File: config.mk
export PLATFORM = sky130hd
export DESIGN_NAME = adcr_top
export DESIGN_NICKNAME = d
export VERILOG_FILES = /design/src/hdl/adcr_pkg.sv /design/src/hdl/adcr_top.sv
export SDC_FILE = /design/constraint.sdc
export NUM_CORES = 1
export LEC_CHECK = 0
export BUFFER_PORTS_ARGS = -buffer_cell sky130_fd_sc_hd__buf_2
export CORE_MARGIN = 4
export CORE_UTILIZATION = 43
export CTS_CLUSTER_SIZE = 24
export DETAILED_ROUTE_END_ITERATION = 10
export HOLD_SLACK_MARGIN = 0.06
export PLACE_DENSITY_LB_ADDON = 0.3
export SYNTH_ARGS = -nofsm -noshare
export SYNTH_HDL_FRONTEND = slang
export SYNTH_SLANG_ARGS = --single-unit
File: constraint.sdc
create_clock -name CLK -period 6.6 [get_ports CLK]
set_clock_uncertainty 0.05 [all_clocks]
set_input_delay 0.99 -clock CLK [delete_from_list [all_inputs] [get_ports CLK]]
set_output_delay 0.99 -clock CLK [all_outputs]
set_load 0.02 [all_outputs]
File: src/hdl/adcr_pkg.sv
// Constants and carrier types of the converter control register block
package adcr_pkg;
    // Register byte offsets on the bus
    localparam logic [7:0] ADCR_OFS_RESULT_LOW = 8'h00;
    localparam logic [7:0] ADCR_OFS_RESULT_HIGH = 8'h04;
    localparam logic [7:0] ADCR_OFS_CONVERSION_CONTROL = 8'h08;
    localparam logic [7:0] ADCR_OFS_SOURCE_CLOCK = 8'h0C;
    localparam logic [7:0] ADCR_OFS_REFERENCE_CONTROL = 8'h10;
    localparam logic [7:0] ADCR_OFS_ANALOG_PIN_ENABLE = 8'h14;
    localparam logic [7:0] ADCR_OFS_IRQ_STATUS = 8'h18;
    localparam logic [7:0] ADCR_OFS_IRQ_MASK = 8'h1C;
    // Field positions of conversion_control
    localparam int ADCR_POS_START = 7;
    localparam int ADCR_POS_BUSY = 6;
    localparam int ADCR_POS_ENABLE = 5;
    localparam int ADCR_POS_ALIGN = 4;
    localparam int ADCR_POS_CHAN = 0;
    // Field positions of source_and_clock_select
    localparam int ADCR_POS_SOURCE = 5;
    localparam int ADCR_POS_CLKDIV = 0;
    // Interrupt status bit positions
    localparam int ADCR_POS_IRQ_DONE = 0;
    localparam int ADCR_POS_IRQ_ABORT = 1;
    // Reset values
    localparam logic [7:0] ADCR_RST_CONVERSION_CONTROL = 8'h00;
    localparam logic [7:0] ADCR_RST_SOURCE_CLOCK = 8'h00;
    localparam logic [7:0] ADCR_RST_REFERENCE_CONTROL = 8'h00;
    localparam logic [7:0] ADCR_RST_ANALOG_PIN_ENABLE = 8'hFF;
    localparam logic [1:0] ADCR_RST_IRQ = 2'h0;
    // Source codes
    localparam logic [2:0] ADCR_SRC_EXT_A = 3'h0;
    localparam logic [2:0] ADCR_SRC_SUPPLY_FULL = 3'h1;
    localparam logic [2:0] ADCR_SRC_SUPPLY_HALF = 3'h2;
    localparam logic [2:0] ADCR_SRC_SUPPLY_QUARTER = 3'h3;
    localparam logic [2:0] ADCR_SRC_EXT_B = 3'h4;
    // Internal source route codes on the analog side
    localparam logic [1:0] ADCR_INT_NONE = 2'h0;
    localparam logic [1:0] ADCR_INT_FULL = 2'h1;
    localparam logic [1:0] ADCR_INT_HALF = 2'h2;
    localparam logic [1:0] ADCR_INT_QUARTER = 2'h3;
    // Conversion length in conversion clock ticks
    localparam logic [4:0] ADCR_CONV_TICKS = 5'h10;
    // AHB encodings
    localparam logic [1:0] ADCR_HTRANS_NONSEQ = 2'h2;
    localparam logic HRESP_OKAY = 1'b0;

    typedef enum logic [1:0] {
        ADCR_ST_IDLE = 2'b00,
        ADCR_ST_CONV = 2'b01,
        ADCR_ST_LOAD = 2'b11
    } adcr_state_type;

    typedef struct packed {
        logic start;
        logic enable;
        logic align;
        logic [2:0] chan;
    } adcr_ctrl_type;

    typedef struct packed {
        logic [7:0] ext_connect;
        logic [1:0] int_source;
    } adcr_route_type;
endpackage

File: src/hdl/adcr_top.sv
// Converter control, result registers and AHB-Lite slave
// Functional notes
// Result split over two bytes by alignment
// Unused result bits read as zero
// Enable low clears both result bytes
// Start low-high-low begins a conversion
// Start rising resets converter, clears busy
// Busy set at start fall, cleared done
// Busy flag ignores software writes
// Enable low switches the converter off
// Channel code picks input 0 to 7
// Source 000/100 external, else internal; codes 101 to 111 route nothing
// Source 001/010/011 supply by 1, 1/2, 1/4
// Internal source disconnects external channel
// Pin enable bit gives pin to converter
// Pin enable forces pull-high off
// Control bit 3 zero, reset all zero
// Completion raises the interrupt request flag
// Clock field divides by 1 to 128
// Fixed tick count, then load result and unbusy at one edge
// Start rising mid conversion aborts, no load
`timescale 1ns/1ps
module adcr_top
    import adcr_pkg::*;
(
    // Clock and reset
    input wire logic CLK,
    input wire logic RST,
    // AHB-Lite slave
    input wire logic HSEL,
    input wire logic [31:0] HADDR,
    input wire logic [1:0] HTRANS,
    input wire logic HWRITE,
    input wire logic [2:0] HSIZE,
    input wire logic [31:0] HWDATA,
    input wire logic HREADY,
    output logic [31:0] HRDATA,
    output logic HREADYOUT,
    output logic HRESP,
    // Analog front end
    input wire logic [11:0] SAMPLE_DATA,
    output logic ADC_ON,
    output logic ADC_RESET,
    output logic CONV_TICK,
    output adcr_pkg::adcr_route_type ROUTE,
    output logic [7:0] REF_CTRL,
    // Pin sharing
    output logic [7:0] PIN_ANALOG,
    output logic [7:0] PULLUP_OFF,
    // Interrupt
    output logic IRQ
);
    import adcr_pkg::*;

    // Bus data-phase capture
    logic wr_pend_reg, wr_pend_next;
    logic rd_pend_reg, rd_pend_next;
    logic [7:0] addr_reg, addr_next;
    logic take;

    assign take = HSEL && HREADY && (HTRANS == ADCR_HTRANS_NONSEQ);

    always_comb begin
        wr_pend_next = wr_pend_reg;
        rd_pend_next = rd_pend_reg;
        addr_next = addr_reg;
        if (HREADY) begin
            wr_pend_next = take && HWRITE;
            rd_pend_next = take && !HWRITE;
            if (take) begin
                addr_next = HADDR[7:0];
            end
        end
    end

    always_ff @(posedge CLK or posedge RST) begin
        if (RST) begin
            wr_pend_reg <= 1'b0;
            rd_pend_reg <= 1'b0;
            addr_reg <= 8'h00;
        end else begin
            wr_pend_reg <= wr_pend_next;
            rd_pend_reg <= rd_pend_next;
            addr_reg <= addr_next;
        end
    end

    // Zero wait states; unmapped addresses read zero and drop writes
    assign HREADYOUT = 1'b1;
    assign HRESP = HRESP_OKAY;

    logic wr_en;
    logic [7:0] wdat;
    assign wr_en = wr_pend_reg && HREADY;
    assign wdat = HWDATA[7:0];

    // Software-written registers
    adcr_ctrl_type ctrl_reg, ctrl_next;
    logic [2:0] source_reg, source_next;
    logic [2:0] clkdiv_reg, clkdiv_next;
    logic [7:0] ref_reg, ref_next;
    logic [7:0] pin_en_reg, pin_en_next;
    logic [1:0] irq_mask_reg, irq_mask_next;

    always_comb begin
        ctrl_next = ctrl_reg;
        source_next = source_reg;
        clkdiv_next = clkdiv_reg;
        ref_next = ref_reg;
        pin_en_next = pin_en_reg;
        irq_mask_next = irq_mask_reg;
        if (wr_en) begin
            case (addr_reg)
                ADCR_OFS_CONVERSION_CONTROL: begin
                    // Busy and bit 3 positions are not stored
                    ctrl_next.start = wdat[ADCR_POS_START];
                    ctrl_next.enable = wdat[ADCR_POS_ENABLE];
                    ctrl_next.align = wdat[ADCR_POS_ALIGN];
                    ctrl_next.chan = wdat[ADCR_POS_CHAN +: 3];
                end
                ADCR_OFS_SOURCE_CLOCK: begin
                    source_next = wdat[ADCR_POS_SOURCE +: 3];
                    clkdiv_next = wdat[ADCR_POS_CLKDIV +: 3];
                end
                ADCR_OFS_REFERENCE_CONTROL: ref_next = wdat;
                ADCR_OFS_ANALOG_PIN_ENABLE: pin_en_next = wdat;
                ADCR_OFS_IRQ_MASK: irq_mask_next = wdat[1:0];
                default: ;
            endcase
        end
    end

    always_ff @(posedge CLK or posedge RST) begin
        if (RST) begin
            ctrl_reg <= adcr_ctrl_type'({ADCR_RST_CONVERSION_CONTROL[ADCR_POS_START],
                ADCR_RST_CONVERSION_CONTROL[ADCR_POS_ENABLE],
                ADCR_RST_CONVERSION_CONTROL[ADCR_POS_ALIGN],
                ADCR_RST_CONVERSION_CONTROL[ADCR_POS_CHAN +: 3]});
            source_reg <= ADCR_RST_SOURCE_CLOCK[7:5];
            clkdiv_reg <= ADCR_RST_SOURCE_CLOCK[2:0];
            ref_reg <= ADCR_RST_REFERENCE_CONTROL;
            pin_en_reg <= ADCR_RST_ANALOG_PIN_ENABLE;
            irq_mask_reg <= ADCR_RST_IRQ;
        end else begin
            ctrl_reg <= ctrl_next;
            source_reg <= source_next;
            clkdiv_reg <= clkdiv_next;
            ref_reg <= ref_next;
            pin_en_reg <= pin_en_next;
            irq_mask_reg <= irq_mask_next;
        end
    end

    // Start bit edges, seen as the stored value changes
    logic start_rise, start_fall;
    assign start_rise = ctrl_next.start && !ctrl_reg.start;
    assign start_fall = !ctrl_next.start && ctrl_reg.start;

    // Conversion clock divider
    logic [6:0] div_cnt_reg, div_cnt_next;
    logic [6:0] div_mask;
    logic tick;

    always_comb begin
        div_mask = 7'h00;
        case (clkdiv_reg)
            3'h0: div_mask = 7'h00;
            3'h1: div_mask = 7'h01;
            3'h2: div_mask = 7'h03;
            3'h3: div_mask = 7'h07;
            3'h4: div_mask = 7'h0F;
            3'h5: div_mask = 7'h1F;
            3'h6: div_mask = 7'h3F;
            default: div_mask = 7'h7F;
        endcase
    end

    // Divider restarts with each conversion so the first tick is a full period
    assign tick = (div_cnt_reg & div_mask) == div_mask;

    always_comb begin
        div_cnt_next = 7'(div_cnt_reg + 7'h01);
        if (start_fall || tick) begin
            div_cnt_next = 7'h00;
        end
    end

    always_ff @(posedge CLK or posedge RST) begin
        if (RST) begin
            div_cnt_reg <= 7'h00;
        end else begin
            div_cnt_reg <= div_cnt_next;
        end
    end

    // Sample input from the analog side: two flip-flops first
    logic [11:0] samp_s1_reg, samp_s2_reg;
    always_ff @(posedge CLK or posedge RST) begin
        if (RST) begin
            samp_s1_reg <= 12'h000;
            samp_s2_reg <= 12'h000;
        end else begin
            samp_s1_reg <= SAMPLE_DATA;
            samp_s2_reg <= samp_s1_reg;
        end
    end

    // Conversion sequencer
    adcr_state_type state_reg, state_next;
    logic busy_reg, busy_next;
    logic [4:0] tick_cnt_reg, tick_cnt_next;
    logic [11:0] result_reg, result_next;
    logic ev_done, ev_abort;

    always_comb begin
        state_next = state_reg;
        busy_next = busy_reg;
        tick_cnt_next = tick_cnt_reg;
        result_next = result_reg;
        ev_done = 1'b0;
        ev_abort = 1'b0;
        case (state_reg)
            ADCR_ST_IDLE: begin
                if (start_fall && ctrl_next.enable) begin
                    state_next = ADCR_ST_CONV;
                    busy_next = 1'b1;
                    tick_cnt_next = 5'h00;
                end
            end
            ADCR_ST_CONV: begin
                if (tick) begin
                    tick_cnt_next = 5'(tick_cnt_reg + 5'h01);
                end
                if (tick && tick_cnt_reg == 5'(ADCR_CONV_TICKS - 5'h01)) begin
                    state_next = ADCR_ST_LOAD;
                end
            end
            ADCR_ST_LOAD: begin
                // Result and busy change at one edge, so idle never shows stale data
                result_next = samp_s2_reg;
                state_next = ADCR_ST_IDLE;
                busy_next = 1'b0;
                ev_done = 1'b1;
            end
            default: begin
                state_next = ADCR_ST_IDLE;
                busy_next = 1'b0;
            end
        endcase
        // Reset request wins over the sequencer steps above; only enable low, below, overrides it
        if (start_rise) begin
            if (state_reg != ADCR_ST_IDLE) begin
                ev_abort = 1'b1;
            end
            state_next = ADCR_ST_IDLE;
            busy_next = 1'b0;
            result_next = result_reg;
            ev_done = 1'b0;
        end
        // Next value, so the sequencer stops at the same edge the converter goes off
        if (!ctrl_next.enable) begin
            state_next = ADCR_ST_IDLE;
            busy_next = 1'b0;
            result_next = 12'h000;
            ev_done = 1'b0;
        end
    end

    always_ff @(posedge CLK or posedge RST) begin
        if (RST) begin
            state_reg <= ADCR_ST_IDLE;
            busy_reg <= 1'b0;
            tick_cnt_reg <= 5'h00;
            result_reg <= 12'h000;
        end else begin
            state_reg <= state_next;
            busy_reg <= busy_next;
            tick_cnt_reg <= tick_cnt_next;
            result_reg <= result_next;
        end
    end

    // Result views
    logic [7:0] res_low, res_high;
    always_comb begin
        if (ctrl_reg.align) begin
            res_high = {4'h0, result_reg[11:8]};
            res_low = result_reg[7:0];
        end else begin
            res_high = result_reg[11:4];
            res_low = {result_reg[3:0], 4'h0};
        end
    end

    // Interrupt status: set wins over the read clear
    logic [1:0] irq_stat_reg, irq_stat_next;
    logic rd_stat;
    assign rd_stat = rd_pend_reg && HREADY && addr_reg == ADCR_OFS_IRQ_STATUS;

    always_comb begin
        irq_stat_next = irq_stat_reg;
        if (rd_stat) begin
            irq_stat_next = 2'h0;
        end
        if (ev_done) begin
            irq_stat_next[ADCR_POS_IRQ_DONE] = 1'b1;
        end
        if (ev_abort) begin
            irq_stat_next[ADCR_POS_IRQ_ABORT] = 1'b1;
        end
    end

    always_ff @(posedge CLK or posedge RST) begin
        if (RST) begin
            irq_stat_reg <= ADCR_RST_IRQ;
        end else begin
            irq_stat_reg <= irq_stat_next;
        end
    end

    assign IRQ = |(irq_stat_reg & irq_mask_reg);

    // Read mux in the data phase, fed only by flops
    logic [7:0] rdat;
    always_comb begin
        rdat = 8'h00;
        case (addr_reg)
            ADCR_OFS_RESULT_LOW: rdat = res_low;
            ADCR_OFS_RESULT_HIGH: rdat = res_high;
            ADCR_OFS_CONVERSION_CONTROL: begin
                rdat[ADCR_POS_START] = ctrl_reg.start;
                rdat[ADCR_POS_BUSY] = busy_reg;
                rdat[ADCR_POS_ENABLE] = ctrl_reg.enable;
                rdat[ADCR_POS_ALIGN] = ctrl_reg.align;
                rdat[ADCR_POS_CHAN +: 3] = ctrl_reg.chan;
            end
            ADCR_OFS_SOURCE_CLOCK: begin
                rdat[ADCR_POS_SOURCE +: 3] = source_reg;
                rdat[ADCR_POS_CLKDIV +: 3] = clkdiv_reg;
            end
            ADCR_OFS_REFERENCE_CONTROL: rdat = ref_reg;
            ADCR_OFS_ANALOG_PIN_ENABLE: rdat = pin_en_reg;
            ADCR_OFS_IRQ_STATUS: rdat = {6'h00, irq_stat_reg};
            ADCR_OFS_IRQ_MASK: rdat = {6'h00, irq_mask_reg};
            default: rdat = 8'h00;
        endcase
    end

    assign HRDATA = rd_pend_reg ? {24'h00_0000, rdat} : 32'h0000_0000;

    // Analog routing
    adcr_route_type route;
    always_comb begin
        route.ext_connect = 8'h00;
        route.int_source = ADCR_INT_NONE;
        case (source_reg)
            ADCR_SRC_EXT_A, ADCR_SRC_EXT_B: begin
                route.ext_connect = 8'(8'h01 << ctrl_reg.chan);
            end
            // Channel field ignored for internal sources
            ADCR_SRC_SUPPLY_FULL: route.int_source = ADCR_INT_FULL;
            ADCR_SRC_SUPPLY_HALF: route.int_source = ADCR_INT_HALF;
            ADCR_SRC_SUPPLY_QUARTER: route.int_source = ADCR_INT_QUARTER;
            default: route.int_source = ADCR_INT_NONE;
        endcase
        if (!ctrl_reg.enable) begin
            route.ext_connect = 8'h00;
            route.int_source = ADCR_INT_NONE;
        end
    end

    assign ROUTE = route;
    assign ADC_ON = ctrl_reg.enable;
    // Held in reset while start stays high or the converter is off
    assign ADC_RESET = ctrl_reg.start || !ctrl_reg.enable;
    assign CONV_TICK = tick && state_reg == ADCR_ST_CONV;
    assign REF_CTRL = ref_reg;
    assign PIN_ANALOG = pin_en_reg;
    assign PULLUP_OFF = pin_en_reg;
endmodule

==> results of run 1 <==
-- worst register-to-register path, delay by kind of cell (launching register included) --
kind	cells	cell delay, ns
AND/OR/NAND/NOR	3	0.97
flip-flops	1	0.91
multiplexers	1	0.84
AO/OA/AOI/OAI	1	0.17
-- through the flow --
stage                     instances  utilization (%)  setup WS, ns
after floorplan                 450                -          3.15
after global placement          620             47.3          3.25
after detailed placement        620             47.3          3.21
after CTS                       636             49.0          2.80
after global routing            636             49.0          2.69
final                           636             49.0          2.83
-- final cells by class --
cell class                      instances  area (um2)
Clock buffer                           12         145
Inverter                               12        46.3
Clock inverter                          4        23.8
Fill cell                             963        5250
Multi-Input combinational cell        296        1890
Tap cell                              136         170
Timing Repair Buffer                   83         423
Sequential cell                        93        2340
-- cell usage after synthesis, types with 2 or more instances --
library cell | count | area (um2)
a21oi_1 | 27 | 135
a31oi_1 | 6 | 37.5
and3_1 | 4 | 25.0
and3b_1 | 2 | 17.5
buf_2 | 5 | 25.0
buf_4 | 36 | 270
clkbuf_1 | 6 | 22.5
conb_1 | 2 | 7.51
dfrtp_1 | 85 | 2130
dfstp_2 | 8 | 210
ha_1 | 3 | 37.5
inv_1 | 12 | 45.0
mux2_2 | 38 | 428
mux2i_1 | 12 | 120
nand2_1 | 48 | 180
nand2b_1 | 5 | 31.3
nand3_1 | 19 | 95.1
nand3b_1 | 2 | 15.0
nand4_1 | 3 | 18.8
nor2_1 | 35 | 131
nor2_2 | 2 | 12.5
nor2b_1 | 3 | 18.8
nor3_1 | 10 | 50.1
o21ai_0 | 16 | 80.1
o22ai_1 | 4 | 25.0
xnor2_1 | 6 | 52.6
-- path summary, 6_finish.rpt --
path	start	to	depth (start not counted)
min in group asynchronous	RST	samp_s1_reg[8]	2
max in group asynchronous	RST	result_reg[2]	3
setup / recovery	addr_reg[3]	HRDATA[0]	7
hold / removal	samp_s1_reg[11]	samp_s2_reg[11]	0
setup reg to reg	addr_reg[3]	tick_cnt_reg[4]	5
hold reg to reg	samp_s1_reg[11]	samp_s2_reg[11]	0
-- power by group through the flow --
stage / combinational (W) / sequential (W) / clock, W
after CTS: 0.000135 / 0.000634 / 0.000347
after detailed placement: 0.000135 / 0.000646 / 0
after global routing: 0.000147 / 0.000640 / 0.000374
after floorplan: 0.000117 / 0.000631 / 0
after global placement: 0.000133 / 0.000644 / 0
final: 0.000134 / 0.000634 / 0.000336
-- cells by family (layout without fill, tap and decap cells) --
family,after synthesis,count (layout)
flip-flops,93,93
other,2,26
AND/OR/NAND/NOR,147,147
adder cells (fa/ha/maj),3,3
buffers and inverters,61,111
multiplexers,52,52
XOR/XNOR,7,7
AO/OA/AOI/OAI,61,61
-- per-layer routing --
layer  GRT usage (%)  vias to the layer above  wire length (um)
met5               0                        -                 0
met3            4.16                       19               729
met2            23.9                      119              4470
met4            8.54                        0               310
li1                -                     1548                 -
met1            22.4                     1571              4280
-- placed cells by master, fill, tap and decap left out, types with 3 or more instances in the layout --
cell type  Yosys  final
and3_1         4      4
clkinv_2       0      4
ha_1           3      3
mux2_2        38     38
o22ai_1        4      4
inv_1         12     11
nand2b_1       5      5
nor2_1        35     35
nand3_1       19     19
nor2b_1        3      3
a31oi_1        6      6
nor3_1        10     10
dfrtp_1       85     85
nand4_1        3      3
buf_2          5     80
xnor2_1        6      6
dfstp_2        8      8
buf_4         36      3
nand2_1       48     48
clkbuf_8       0     10
a21oi_1       27     27
conb_1         2     26
o21ai_0       16     16
mux2i_1       12     12
==> results_dict.tcl, run 1 <==
set metrics [dict create \
    rows 37 \
    avgRoutedWirePerCell_um 15.4 \
    drt-initial-drc-count 232 \
    power_density_nw_per_um2 220 \
    rsz0062_at_grt "no" \
    synth_edf_count 0 \
    die_w_um 110 \
    wl_um 9780 \
    tightest_slew_ns 1.12 \
    pwr-share-comb_pct 12.2 \
    dieArea_um2 12200 \
    slowest_delay_ns 0.70 \
    clk_path_buf_depth 2 \
    grt_pass1_vias 3134 \
    antenna_found_initial 0 \
    syn_to_final_growth_pct 11.5 \
    insertion_delay_ns 0.36 \
    drc 0 \
    cts_buffers 9 \
    startpoint_type "flop" \
    crit_fanout 24 \
    clk_pin_slew_ns 0.08 \
    grt_overflow 0 \
    status "finished clean" \
    h-tree-depth 3 \
    drt-vias-per-instance 5.12 \
    cp_data_required_time_ns 5.56 \
    die_y_um 110 \
    avgSynthCellArea_um2 10.6 \
    critPathTopFamily "simple AND/OR/NAND/NOR gates" \
    synthCells 426 \
    power_frac_clock_pct 30.4 \
    dp_hpwl_um 7100 \
    core_area_um2 10300 \
    postPlaceCellArea_um2 4860 \
    path_class "reg -> out" \
    fin_nets 584 \
    pwr-share-seq_pct 57.4 \
    cts_root_buf "clkbuf_8" \
    maxSlewViolCount 0 \
    ant_nets 0 \
    tns_ns 0 \
    p_sw_w 0.000313 \
    post_cts_resize_count 0 \
    grt_pass1_wl_um 16200 \
    power.leakage_nw 2.30 \
    seq_area_frac_synth_pct 51.8 \
    vdd_ir_drop_max_mv 0.128 \
    crit_top_cell "nand2_1" \
    portBuffers 80 \
    ys.flop_type "dfrtp_1" \
    post_cts_buffers 0 \
    synth_seq_cells 93 \
    start_util_pct 43.9 \
    critPathSlowestCell "dfrtp_1" \
    total_power_w 0.00110 \
    fin_crit_ns 3.77 \
    cap_violations 0 \
    p_sw_share_pct 28.4 \
    drive_gt1_share_pct 31.2 \
    routabilityCongestion 0.905 \
    synth_warnings 0 \
    io_pins 158 \
    arrival_ns 2.73 \
    r2r_setup_slack_ns 3.59 \
    finalSetupViolations 0 \
    fmax_ghz 0.265 \
    min_path_type "reg -> reg" \
    cts_hold_buf 0 \
    max_slew_margin_pct 25.2 \
    cts_tree "done" \
    drt_pass1_iterations 4 \
    syn-cell-area_um2 4510 \
    synthSimpleGateAreaFrac_pct 16.8 \
    final_area_um2 5030 \
    clock-sinks 93 \
    grt_max_degree 93 \
    async_flop_share_pct 100 \
    cp-end-kind "output port" \
    synth_top_family_by_area "simple AND/OR/NAND/NOR gates" \
    synthMuxAreaShare_pct 13.0 \
    finalCritPeriodShare_pct 57.2 \
    synth_xor_area_share_pct 1.36 \
    cp_cell_sequence "or4b_1 > nor2_1 > nand2_1 > o22ai_1 > nand2_1 > a21oi_1 > buf_2" \
    synth_compound_gate_area_share_pct 7.68 \
    synth_fa_ha_area_share_pct 0.832 \
    path_buf_inv 1 \
    n_antenna_cell 0 \
    vias 3257 \
    ys_types 53 \
    timing.hold.ws_ns 0.301 \
    finalHoldViolations 0 \
    grt_usage_pct 16.4 \
    p_int_w 0.000791 \
]
No activity file was read; power rests on OpenSTA's default activity.
==> run 2, diff against run 1 <==
==> constraint.sdc (replaced) <==
create_clock -name CLK -period 3.4 [get_ports CLK]
set_clock_uncertainty 0.05 [all_clocks]
set_input_delay 0.51 -clock CLK [delete_from_list [all_inputs] [get_ports CLK]]
set_output_delay 0.51 -clock CLK [all_outputs]
set_load 0.02 [all_outputs]
==> run 2 against run 1 <==
Effect of this change:
- global-route usage rose by 0.43 points
- non-clock buffer count up 3
- largest power group unchanged
- critical path type unchanged
- first-iteration DRC count decreased by 18%
- register-to-register slack lost 2.6 ns
==> results_dict.tcl, run 2 (synthesis gave the netlist of run 1 again) <==
set metrics [dict create \
    grt_pass1_wl_um 16700 \
    r2r_end "tick_cnt_reg[4]" \
    finalCritPeriodShare_pct 87.4 \
    finalSetupViolations 0 \
    max_slew_margin_pct 50.9 \
    avgRoutedWirePerCell_um 15.6 \
    drc 0 \
    h-tree-depth 3 \
    cts_root_buf "clkbuf_8" \
    clock-sinks 93 \
    cp-end-kind "output port" \
    post_cts_buffers 0 \
    core_area_um2 10300 \
    grt_pass1_vias 3273 \
    tns_ns 0 \
    fmax_ghz 0.336 \
    crit_fanout 5 \
    status "finished clean" \
    clk_path_buf_depth 2 \
    power.leakage_nw 2.31 \
    tightest_slew_ns 0.731 \
    maxSlewViolCount 0 \
    grt_overflow 0 \
    r2r-start "addr_reg[4]" \
    rows 37 \
    fin_nets 587 \
    vdd_ir_drop_max_mv 0.246 \
    total_power_w 0.00218 \
    drt-initial-drc-count 190 \
    postPlaceCellArea_um2 4880 \
    start_util_pct 43.9 \
    io_pins 158 \
    arrival_ns 2.41 \
    post_cts_resize_count 0 \
    power_density_nw_per_um2 431 \
    drive_gt1_share_pct 31.6 \
    startpoint_type "flop" \
    dp_hpwl_um 7380 \
    fin_crit_ns 2.97 \
    die_y_um 110 \
    cts_buffers 9 \
    stdcell_count 639 \
    rsz0062_at_grt "no" \
    cts_tree "done" \
    n_antenna_cell 0 \
    grt_max_degree 36 \
    cp-endpoint "HRDATA[1]" \
    crit_start "addr_reg[0]" \
    place_inst 623 \
    drt_pass1_iterations 4 \
    grt_usage_pct 16.8 \
    dieArea_um2 12200 \
    min_path_type "in -> async" \
    r2r_setup_slack_ns 1.00 \
    finalHoldViolations 0 \
    ant_nets 0 \
    final_cell_mix "dfrtp_1 (85), buf_2 (80), nand2_1 (48), mux2_2 (38), nor2_1 (35)" \
    die_w_um 110 \
    syn_to_final_growth_pct 12.3 \
    portBuffers 80 \
    cp_data_required_time_ns 2.84 \
    layout.cells.most_common "dfrtp_1" \
    wl_um 9960 \
    drt-vias-per-instance 5.12 \
    path_class "reg -> out" \
    filler_cell_count 953 \
    antenna_found_initial 0 \
    insertion_delay_ns 0.36 \
    cts_hold_buf 0 \
    vias 3273 \
    final_area_um2 5060 \
    cap_violations 0 \
    clk_pin_slew_ns 0.09 \
    routabilityCongestion 0.920 \
    reg2reg_depth 7 \
]
[run 2: final cells by class]
type                    instances  area (um2)  area share, %
clock buffers                  13         159           3.14
well taps                     136         170           3.36
flip-flops and latches         93        2340           46.2
repair buffers                 86         445           8.80
multi-input cells             296        1890           37.2
inverters                      12        46.3          0.914
clock inverters                 3        20.0          0.395
[run 2: power breakdown]
part	internal [W]	switching (W)
sequential	0.00116	0.0000566
combinational	0.000100	0.000188
clock	0.000305	0.000375
total	0.00156	0.000620
[run 2: how the worst min path moves through the flow]
stage | endpoint | slack [ns] | depth (start not counted)
after floorplan | samp_s2_reg[0] | 0.28 | 0
after global placement | samp_s2_reg[3] | 0.28 | 0
after CTS | samp_s1_reg[10] | 0.15 | 2
after global routing | samp_s1_reg[0] | 0.18 | 2
final | samp_s1_reg[7] | 0.13 | 2
after detailed placement | samp_s2_reg[0] | 0.28 | 0
[run 2: routing by layer]
metal,global-route usage (%),share of wire (%),vias up
li1,-,-,1555
met1,21.9,43,1568
met2,28.6,48,139
met3,3.51,7.8,11
met4,4.19,1.2,0
met5,0,0,-
[run 2: critical path: stages, from the launching register on]
cell and delay, ns:
dfrtp_1 0.46, or2_2 0.37, nor2_1 0.27, nand2_1 0.13
nor3_1 0.24, a21oi_1 0.12, a21oi_1 0.25, buf_2 0.22
[run 2: metrics by stage]
step,hold slack (ns),setup slack [ns],utilization (%)
final,0.127,0.428,49.3
after global routing,0.181,0.290,49.3
after CTS,0.154,0.464,49.3
after detailed placement,0.285,0.880,47.5
after global placement,0.283,0.883,47.5
after floorplan,0.281,0.433,-
